[config.mk]
export PLATFORM = sky130hd
export DESIGN_NAME = ulbv_top
export DESIGN_NICKNAME = d
export VERILOG_FILES = /design/src/ulbv_pkg.sv /design/src/ulbv_pwm.sv /design/src/ulbv_top.sv
export SDC_FILE = /design/constraint.sdc
export NUM_CORES = 1
export LEC_CHECK = 0
export BUFFER_PORTS_ARGS = -buffer_cell sky130_fd_sc_hd__buf_2
export CAP_MARGIN = 10
export CORE_UTILIZATION = 30
export CTS_CLUSTER_DIAMETER = 100
export DETAILED_ROUTE_END_ITERATION = 7
export PLACE_DENSITY_LB_ADDON = 0.2
export SYNTH_ARGS = -nofsm -noshare
export SYNTH_HDL_FRONTEND = slang
export SYNTH_SLANG_ARGS = --single-unit
[constraint.sdc]
create_clock -name clk_i -period 2.6 [get_ports clk_i]
set_clock_uncertainty 0.2 [all_clocks]
set_input_delay 0.26 -clock clk_i [delete_from_list [all_inputs] [get_ports clk_i]]
set_output_delay 0.26 -clock clk_i [all_outputs]
set_load 0.05 [all_outputs]
[src/ulbv_pkg.sv]
`default_nettype none
package ulbv_pkg;
  // Register byte offsets on the APB slave
  localparam logic [7:0] OFF_MAIN_CTRL = 8'h00;
  localparam logic [7:0] OFF_OTG_CTRL  = 8'h04;
  localparam logic [7:0] OFF_PWR_CTRL  = 8'h08;
  localparam logic [7:0] OFF_PWM_RATE  = 8'h0c;
  localparam logic [7:0] OFF_PWM_CTRL  = 8'h10;
  localparam logic [7:0] OFF_STATUS    = 8'h14;
  // Main control fields
  localparam int MAIN_ATTACH_BIT = 0;
  localparam int MAIN_HOST_BIT   = 3;
  localparam int MAIN_SUSP_BIT   = 1;
  // OTG control fields
  localparam int OTG_DISCHG_BIT  = 0;
  localparam int OTG_TARGET_BIT  = 1;
  localparam int OTG_OVR_BIT     = 2;
  localparam int OTG_GEN_BIT     = 3;
  localparam int OTG_DMPD_BIT    = 4;
  localparam int OTG_DPPD_BIT    = 5;
  localparam int OTG_DPPU_BIT    = 7;
  // Power control fields
  localparam int PWR_ON_BIT      = 0;
  // PWM rate fields
  localparam int RATE_PER_LSB    = 0;
  localparam int RATE_DUTY_LSB   = 8;
  localparam int RATE_W          = 8;
  // PWM control fields
  localparam int PWMC_CNT_BIT    = 8;
  localparam int PWMC_POL_BIT    = 9;
  localparam int PWMC_ON_BIT     = 15;
  // Writable masks and reset values
  localparam logic [15:0] MAIN_MASK  = 16'h000b;
  localparam logic [15:0] OTG_MASK   = 16'h00bf;
  localparam logic [15:0] PWR_MASK   = 16'h0001;
  localparam logic [15:0] RATE_MASK  = 16'hffff;
  localparam logic [15:0] PWMC_MASK  = 16'h8300;
  localparam logic [15:0] REG_RESET  = 16'h0000;
endpackage
`default_nettype wire

[src/ulbv_pwm.sv]
`default_nettype none
module ulbv_pwm #(
  parameter int W = 8
) (
  input  wire logic         clk_i,    // System clock
  input  wire logic         rst_n_i,  // Sync reset, active low
  input  wire logic         run_i,    // Counter enable
  input  wire logic         on_i,     // Output stage enable
  input  wire logic         pol_i,    // Output inversion
  input  wire logic [W-1:0] period_i, // Wrap value
  input  wire logic [W-1:0] duty_i,   // Active count
  output logic              pwm_o,    // Registered drive
  output logic [W-1:0]      count_o   // Current count
);
  logic [W-1:0] cnt;
  logic [W-1:0] next_cnt;
  wire          wrap   = (cnt >= period_i);
  wire          active = (cnt < duty_i);
  // Count wraps at period; held while not running
  assign next_cnt = !run_i ? cnt : (wrap ? '0 : W'(cnt + 1'b1));
  // Count register
  always_ff @(posedge clk_i)
  begin
    if (!rst_n_i)
      cnt <= '0;
    else
      cnt <= next_cnt;
  end
  // Output idles low when stage off, whatever the polarity; stage enable applied last
  always_ff @(posedge clk_i)
  begin
    if (!rst_n_i)
      pwm_o <= 1'b0;
    else
      pwm_o <= on_i & (active ^ pol_i);
  end
  assign count_o = cnt;
endmodule
`default_nettype wire

[src/ulbv_top.sv]
// What this block does
// - With attach enable set, the D+ pull-up engages for a full-speed device.
// - With OTG override set, the D+ pull-up follows its override bit instead.
// - Host role select engages the D+ and D- pull-downs together.
// - With OTG override set, each pull-down follows its own override bit.
// - Suspend never releases the selected pull-up.
// - PWM control bit 9 selects output polarity.
// - OTG control bit 1 selects the VBUS target voltage.
// - The PWM counter runs only while counter enable is one.
// - The PWM output stage is active only while PWM enable is one.
// - OTG control bit 3 last of all starts VBUS generation.
// - The PWM output drives the external supply; comparators watch it.
//
// Decided for this implementation: the APB register port and the register addresses.
`default_nettype none
module ulbv_top (
  input  wire logic        clk_i,         // 50 MHz system clock
  input  wire logic        rst_n_i,       // Sync reset, active low
  input  wire logic        psel_i,        // APB select
  input  wire logic        penable_i,     // APB access phase
  input  wire logic        pwrite_i,      // APB write
  input  wire logic [7:0]  paddr_i,       // APB byte address
  input  wire logic [31:0] pwdata_i,      // APB write data
  output logic [31:0]      prdata_o,      // APB read data
  output logic             pready_o,      // APB ready
  output logic             pslverr_o,     // APB error on unmapped
  input  wire logic        vbus_ok_i,     // Comparator: VBUS in range
  input  wire logic        over_curr_i,   // Comparator: current limit hit
  output logic             dp_pullup_o,   // D+ pull-up enable
  output logic             dp_pulldown_o, // D+ pull-down enable
  output logic             dm_pulldown_o, // D- pull-down enable
  output logic             boost_pwm_o,   // Boost switch drive
  output logic             vbus_gen_o,    // VBUS generation enable
  output logic             vbus_target_o, // Target voltage select
  output logic             vbus_dischg_o  // VBUS discharge enable
);
  ////////////////////////////////////////////////////////////////////////
  // Registers
  logic [15:0] port_main_control;
  logic [15:0] otg_control;
  logic [15:0] port_power_control;
  logic [15:0] boost_pwm_rate;
  logic [15:0] boost_pwm_control;
  logic [7:0]  pwm_count;

  // Address decode, shared by read and write paths
  function automatic logic hit(input logic [7:0] a, input logic [7:0] off);
    hit = (a == off);
  endfunction

  wire acc      = psel_i & penable_i;
  wire wr       = acc & pwrite_i;
  wire sel_main = hit(paddr_i, ulbv_pkg::OFF_MAIN_CTRL);
  wire sel_otg  = hit(paddr_i, ulbv_pkg::OFF_OTG_CTRL);
  wire sel_pwr  = hit(paddr_i, ulbv_pkg::OFF_PWR_CTRL);
  wire sel_rate = hit(paddr_i, ulbv_pkg::OFF_PWM_RATE);
  wire sel_pwmc = hit(paddr_i, ulbv_pkg::OFF_PWM_CTRL);
  wire sel_stat = hit(paddr_i, ulbv_pkg::OFF_STATUS);
  wire mapped   = sel_main | sel_otg | sel_pwr | sel_rate | sel_pwmc | sel_stat;

  // Zero-wait slave; error only for unmapped addresses
  assign pready_o  = 1'b1;
  assign pslverr_o = acc & ~mapped;

  ////////////////////////////////////////////////////////////////////////
  // Register writes take effect at the access edge only
  always_ff @(posedge clk_i)
  begin
    if (!rst_n_i)
    begin
      port_main_control  <= ulbv_pkg::REG_RESET;
      otg_control        <= ulbv_pkg::REG_RESET;
      port_power_control <= ulbv_pkg::REG_RESET;
      boost_pwm_rate     <= ulbv_pkg::REG_RESET;
      boost_pwm_control  <= ulbv_pkg::REG_RESET;
    end
    else if (wr)
    begin
      if (sel_main)
        port_main_control <= pwdata_i[15:0] & ulbv_pkg::MAIN_MASK;
      if (sel_otg)
        otg_control <= pwdata_i[15:0] & ulbv_pkg::OTG_MASK;
      if (sel_pwr)
        port_power_control <= pwdata_i[15:0] & ulbv_pkg::PWR_MASK;
      if (sel_rate)
        boost_pwm_rate <= pwdata_i[15:0] & ulbv_pkg::RATE_MASK;
      if (sel_pwmc)
        boost_pwm_control <= pwdata_i[15:0] & ulbv_pkg::PWMC_MASK;
    end
  end

  ////////////////////////////////////////////////////////////////////////
  // Field extraction
  wire attach    = port_main_control[ulbv_pkg::MAIN_ATTACH_BIT];
  wire host_role = port_main_control[ulbv_pkg::MAIN_HOST_BIT];
  wire ovr       = otg_control[ulbv_pkg::OTG_OVR_BIT];
  wire dppu_ovr  = otg_control[ulbv_pkg::OTG_DPPU_BIT];
  wire dppd_ovr  = otg_control[ulbv_pkg::OTG_DPPD_BIT];
  wire dmpd_ovr  = otg_control[ulbv_pkg::OTG_DMPD_BIT];
  wire cnt_run   = boost_pwm_control[ulbv_pkg::PWMC_CNT_BIT];
  wire out_on    = boost_pwm_control[ulbv_pkg::PWMC_ON_BIT];
  wire out_pol   = boost_pwm_control[ulbv_pkg::PWMC_POL_BIT];
  wire [7:0] per  = boost_pwm_rate[ulbv_pkg::RATE_PER_LSB +: ulbv_pkg::RATE_W];
  wire [7:0] duty = boost_pwm_rate[ulbv_pkg::RATE_DUTY_LSB +: ulbv_pkg::RATE_W];

  // Pull selection; suspend bit deliberately has no term here so
  // entering suspend never drops the attach pull-up
  wire next_pu  = ovr ? dppu_ovr : (attach & ~host_role);
  wire next_dpd = ovr ? dppd_ovr : host_role;
  wire next_dmd = ovr ? dmpd_ovr : host_role;

  ////////////////////////////////////////////////////////////////////////
  // Registered line-bias and VBUS controls
  always_ff @(posedge clk_i)
  begin
    if (!rst_n_i)
    begin
      dp_pullup_o   <= 1'b0;
      dp_pulldown_o <= 1'b0;
      dm_pulldown_o <= 1'b0;
      vbus_gen_o    <= 1'b0;
      vbus_target_o <= 1'b0;
      vbus_dischg_o <= 1'b0;
    end
    else
    begin
      dp_pullup_o   <= next_pu;
      dp_pulldown_o <= next_dpd;
      dm_pulldown_o <= next_dmd;
      vbus_gen_o    <= otg_control[ulbv_pkg::OTG_GEN_BIT];
      vbus_target_o <= otg_control[ulbv_pkg::OTG_TARGET_BIT];
      vbus_dischg_o <= otg_control[ulbv_pkg::OTG_DISCHG_BIT];
    end
  end

  ////////////////////////////////////////////////////////////////////////
  // Boost PWM; external comparators only reported, the supply limits itself
  ulbv_pwm #(
    .W (ulbv_pkg::RATE_W)
  ) u_pwm (
    .clk_i    (clk_i),
    .rst_n_i  (rst_n_i),
    .run_i    (cnt_run),
    .on_i     (out_on),
    .pol_i    (out_pol),
    .period_i (per),
    .duty_i   (duty),
    .pwm_o    (boost_pwm_o),
    .count_o  (pwm_count)
  );

  ////////////////////////////////////////////////////////////////////////
  // Read mux; status shows live block state
  wire [15:0] status_word = {6'h00, pwm_count, over_curr_i, vbus_ok_i};
  wire [15:0] rd_word =
      sel_main ? port_main_control  :
      sel_otg  ? otg_control        :
      sel_pwr  ? port_power_control :
      sel_rate ? boost_pwm_rate     :
      sel_pwmc ? boost_pwm_control  :
      sel_stat ? status_word        : 16'h0000;
  assign prdata_o = {16'h0000, rd_word};
endmodule
`default_nettype wire

Word-level counts from Yosys, hierarchy flattened
Index checks and enable logic that the tools add are counted.

storage, ports and cells
  register bits = 45
  output and inout port bits = 41
  word-level logic and storage cells = 50

operators by class
  $add $sub $neg = 1
  magnitude comparators = 2
  equal/unequal tests = 5
  muxes and demuxes = 10
  bitwise logic cells = 13
  reductions and logical operators = 6

operators by type and width
  operator             count
  $mux 16              5
  $eq 8x4->1 const B   2
  $eq 8x5->1 const B   2
  $mux 10              1
  $reduce_and 2->1     5
  $add 8x1->8 const B  1
  $eq 8x3->1 const B   1
  $ge 8x8->1           1
  $logic_not 8->1      1
  $lt 8x8->1           1
  $mux 8               1
  $and 1x1->1          5
  $or 1x1->1           5
  $mux 1               3
  $not 1->1            2
  $xor 1x1->1          1

Longest topological paths before layout
  word-level depth = 8
  depth in mapped cells = 7

By module
Synthesis repeated with hierarchy kept, for this count alone.

second synthesis, totals
  cell total of the unflattened synthesis = 300
  area total of the unflattened synthesis = 2620.0 µm²

modules (own cells, without submodules)
  module    instances  cells an instance  area each (µm²)  seq. area each (µm²)
  ulbv_top  1          207                1868.0           720.7
  ulbv_pwm  1          93                 752.0            180.2

Worst setup path after synthesis
OpenSTA, ideal clock, no wires.

  kind = in2out
  from = input paddr_i[0]
  to = output prdata_o[15]
  arrival time = 2.633 ns
  setup slack = -0.493 ns
  stages on the path = 4
  path through = or4_4 -> or3b_4 -> or2_2 -> o21ai_0

on the way
  word-level cells in the longest chain between the ends = 6
  elaborated cells between the ends (all ways) = 10
  those cells by class = eq/ne: 4; mux: 5; reduce/logical: 1

RTL lines
  element             RTL line         text
  start: declaration  ulbv_top.sv:22   input wire logic [7:0] paddr_i,
  $eq 8x5->1          ulbv_top.sv:48   hit = (a == off);
  $mux 16             ulbv_top.sv:160  sel_pwmc ? boost_pwm_control :
  $mux 16             ulbv_top.sv:159  sel_rate ? boost_pwm_rate :
  $mux 16             ulbv_top.sv:158  sel_pwr ? port_power_control :
  $mux 16             ulbv_top.sv:157  sel_otg ? otg_control :
  $mux 16 (*)         ulbv_top.sv:156  sel_main ? port_main_control :
  end: declaration    ulbv_top.sv:24   output logic [31:0] prdata_o,

Every way passes the cells marked *; elsewhere a longest branch is shown, timed or not.

Final worst setup path
  from = input paddr_i[0]
  to = output prdata_o[8]

on the way
  word-level cells in the longest chain between the ends = 7
  elaborated cells between the ends (all ways) = 12
  those cells by class = eq/ne: 5; mux: 6; reduce/logical: 1

RTL lines
  element      RTL line         text
  $eq 8x5->1   ulbv_top.sv:48
  $mux 10      ulbv_top.sv:161  sel_stat ? status_word : 16'h0000;
  $mux 16      ulbv_top.sv:160
  $mux 16      ulbv_top.sv:159
  $mux 16      ulbv_top.sv:158
  $mux 16      ulbv_top.sv:157
  $mux 16 (*)  ulbv_top.sv:156

Marks and branches as above.

==> flow_summary.yaml <==
status:
  status: "finished, final reports clean"
timing:
  hold_violations: 0
  rsz0062_at_grt: "false"
  fin_crit_ns: 2.53
  final_max_slew_viol_count: 0
  relSlewSlack_pct: 58.0
  setup_viol: 0
  fmaxAchievable_mhz: 395
  finalCritPeriodShare_pct: 97.4
  worst_slew_pin_slew_ns: 0.623
pwr:
  total_leakage_power_nw: 1.35
  p_sw_mw: 0.355
  p_comb_share_pct: 9.6
  swShare_pct: 24.2
  p_clk_share_pct: 43.4
  p_seq_share_pct: 47.0
  powerDensity_nw_per_um2: 450
  intPower_mw: 1.11
  ir_drop_mv: 0.194
global_routing:
  grt_max_degree: 31
  grt_overflow_total: 0
  grt_pass1_wl_um: 10500
  track_usage_pct: 15.1
  antenna_found_initial: 0
  grt_pass1_vias: 2200
synthesis:
  avgSynthCellArea_um2: 7.96
  seq_area_frac_synth_pct: 35.0
  synth_edf_count: 0
  syn_area_um2: 2570
  synth_cell_types: 52
  synth_cells: 323
  ys_warn_count: 0
  async_reset_ff_share_pct: 0
  ys.flop_type: "dfxtp_1"
  ys_ff_latch: 45
finish:
  area_growth_pct: 26.5
  final_area_um2: 3250
  diodes: 0
  drive_gt1_share_pct: 24.1
  instances_no_fill: 503
  nNetsFinal: 460
setup_path:
  critPathLaunchType: "input pin"
  path_class: "input pin to primary output"
  rr_startpoint: "boost_pwm_rate[7]"
  crit_required_ns: 2.14
  worstPathMaxFanout: 4
  r2r_cells: 7
  timing.rr.end: "u_pwm.count_o[2]"
  arrival_ns: 2.07
  critPathCaptureType: "primary output"
  r2r_slack_ns: 0.34
die:
  rows: 33
  start_util_pct: 31.2
  core_area_um2: 8260
  die_area_um2: 8950
  die_w_um: 94.6
  die_h_um: 94.6
  pin_count: 88
drt:
  wl_per_cell_um: 12.7
  route.detailed.drc: 0
  drt_iter0_drc: 101
  wirelength_um: 6370
  ant_nets: 0
  dr.pass1.iters: 4
  vias: 2361
  routed_via_density: 4.69
cts:
  clockBufferDepth: 2
  clk_latency_ns: 0.30
  h-tree-depth: 2
  clock_sinks: 45
  cts_tree: "built"
  numCtsBuffers: 5
  cts.clk_slew.worst_paths_ns: 0.09
  cts-root-buf: "clkbuf_8"
hold_path:
  min_to: "boost_pwm_rate[2]"
  hold_path_depth: 3
  hp-start: "pwdata_i[2]"
  hp-class: "input pin to flip-flop"
placement:
  io_buffers: 54
  gp_congestion: 0.755
  post_dp_cell_area_um2: 3000
  place_hpwl_um: 4840
  place_inst: 485
flow_run:
  max_cap_viol_count: 0
metrics by stage:
| step | power [mW] | hold WS, ns | TNS (ns) | worst slack (ns) | utilization (%) |
|---|---|---|---|---|---|
| 2_1_floorplan | 0.815 | 0.190 | -2.03 | -0.284 | - |
| 3_3_place_gp | 0.834 | 0.248 | 0 | 0.0385 | 36.3 |
| 3_5_place_dp | 0.834 | 0.249 | 0 | 0.0386 | 36.3 |
| 4_1_cts | 1.48 | 0.00175 | 0 | 0.0376 | 39.1 |
| 5_1_grt | 1.53 | 0.0190 | 0 | 0.0114 | 39.4 |
| 6_report | 1.46 | 0.00331 | 0 | 0.0674 | 39.4 |
cell type report:
cell class	count	area, um2
Clock buffer	5	68.8
Clock inverter	3	65.1
Fill cell	893	5000
Inverter	20	75.1
Multi-Input combinational cell	241	1480
Sequential cell	45	901
Tap cell	105	131
Timing Repair Buffer	84	538
repair_timing:
item / in CTS / in global routing
endpoints found under the setup margin: 0 / 7
gates resized for setup: 0 / 8
setup buffers: 0 / 0
hold buffers: 10 / 0
hold endpoints to repair: 10 / 0
critical path: stages:
cell and delay (ns):
buf_2 0.10, or4_4 0.53, or3b_4 0.42, or2_2 0.34, o21ai_2 0.17, clkbuf_4 0.25
kinds of logic (layout without fill, tap and decap cells):
logic type	count (synthesis)	count (layout)	synth area share [%]
and+or+nand+nor	130	130	26.5
xor gates and xnor gates	4	4	1.36
other	2	17	0.292
muxes	7	7	2.82
buffers and inverters	52	112	10.3
DFF	45	45	35.0
adders and majority gates	16	16	7.78
AOI/OAI and AO/OA	67	67	15.9
layer usage:
layer	global-route usage [%]	share of wire (%)
met5	0	0
met1	19.4	48
met4	4.42	0.93
met3	2.50	3.7
met2	25.7	47
placed cells by master (no fill, tap or decap), types with 4 or more instances in the layout:
master,n
nand3_1,29
conb_1,17
clkbuf_8,5
nor2_1,9
o21ai_0,32
nor2b_1,6
and2_1,4
a21oi_1,8
nor3_1,8
mux2i_1,5
and3_1,5
dfxtp_1,45
inv_1,20
dlygate4sd3_1,10
clkbuf_4,7
nand2b_1,5
nand3b_1,4
buf_4,20
ha_1,16
a222oi_1,4
buf_2,47
nand2_1,43
worst max-delay path by stage:
| stage | depth (start not counted) | end | from |
|---|---|---|---|
| finish | 6 | prdata_o[8] | paddr_i[0] |
| global placement | 6 | prdata_o[8] | paddr_i[0] |
| CTS | 6 | prdata_o[8] | paddr_i[0] |
| floorplan | 4 | prdata_o[1] | paddr_i[0] |
| global route | 6 | prdata_o[9] | paddr_i[0] |
| detailed placement | 6 | prdata_o[8] | paddr_i[0] |
registers in the layout (all words and copies together) (netlist names):
name                count
otg_control             7
dp_pullup_o             1
boost_pwm_control       3
vbus_gen_o              1
vbus_dischg_o           1
port_main_control       3
port_power_control      1
dp_pulldown_o           1
boost_pwm_rate         16
dm_pulldown_o           1
u_pwm.count_o           8
vbus_target_o           1
u_pwm.pwm_o             1
synth_stat cells, drive strengths merged, types with 2 or more instances:
cell / instances / area share (%)
dfxtp: 45 / 35
nand2: 43 / 6.3
o21ai: 37 / 7.2
nand3: 29 / 5.6
buf: 21 / 5.7
inv: 20 / 2.9
ha: 16 / 7.8
clkbuf: 11 / 1.7
nor2: 10 / 1.6
nor3: 9 / 1.9
a21oi: 8 / 1.6
nor2b: 6 / 1.5
and3: 5 / 1.2
mux2i: 5 / 1.9
nand2b: 5 / 1.2
a222oi: 4 / 1.6
and2: 4 / 0.97
nand3b: 4 / 1.2
nor3b: 3 / 0.88
o21a: 3 / 0.88
a21boi: 2 / 0.58
a22oi: 2 / 0.58
conb: 2 / 0.29
mux2: 2 / 0.88
nand4: 2 / 0.49
nor4: 2 / 1.1
or2: 2 / 0.49
or3b: 2 / 0.78
xnor2: 2 / 0.68
xor2: 2 / 0.68
power groups by stage:
| stage | logic (mW) | registers (mW) | clock network [mW] |
|---|---|---|---|
| 6_report | 0.141 | 0.689 | 0.635 |
| 5_1_grt | 0.152 | 0.689 | 0.686 |
| 4_1_cts | 0.141 | 0.689 | 0.646 |
| 3_5_place_dp | 0.129 | 0.705 | 0 |
| 3_3_place_gp | 0.129 | 0.705 | 0 |
| 2_1_floorplan | 0.110 | 0.705 | 0 |
No activity file was read; power rests on OpenSTA's default activity.
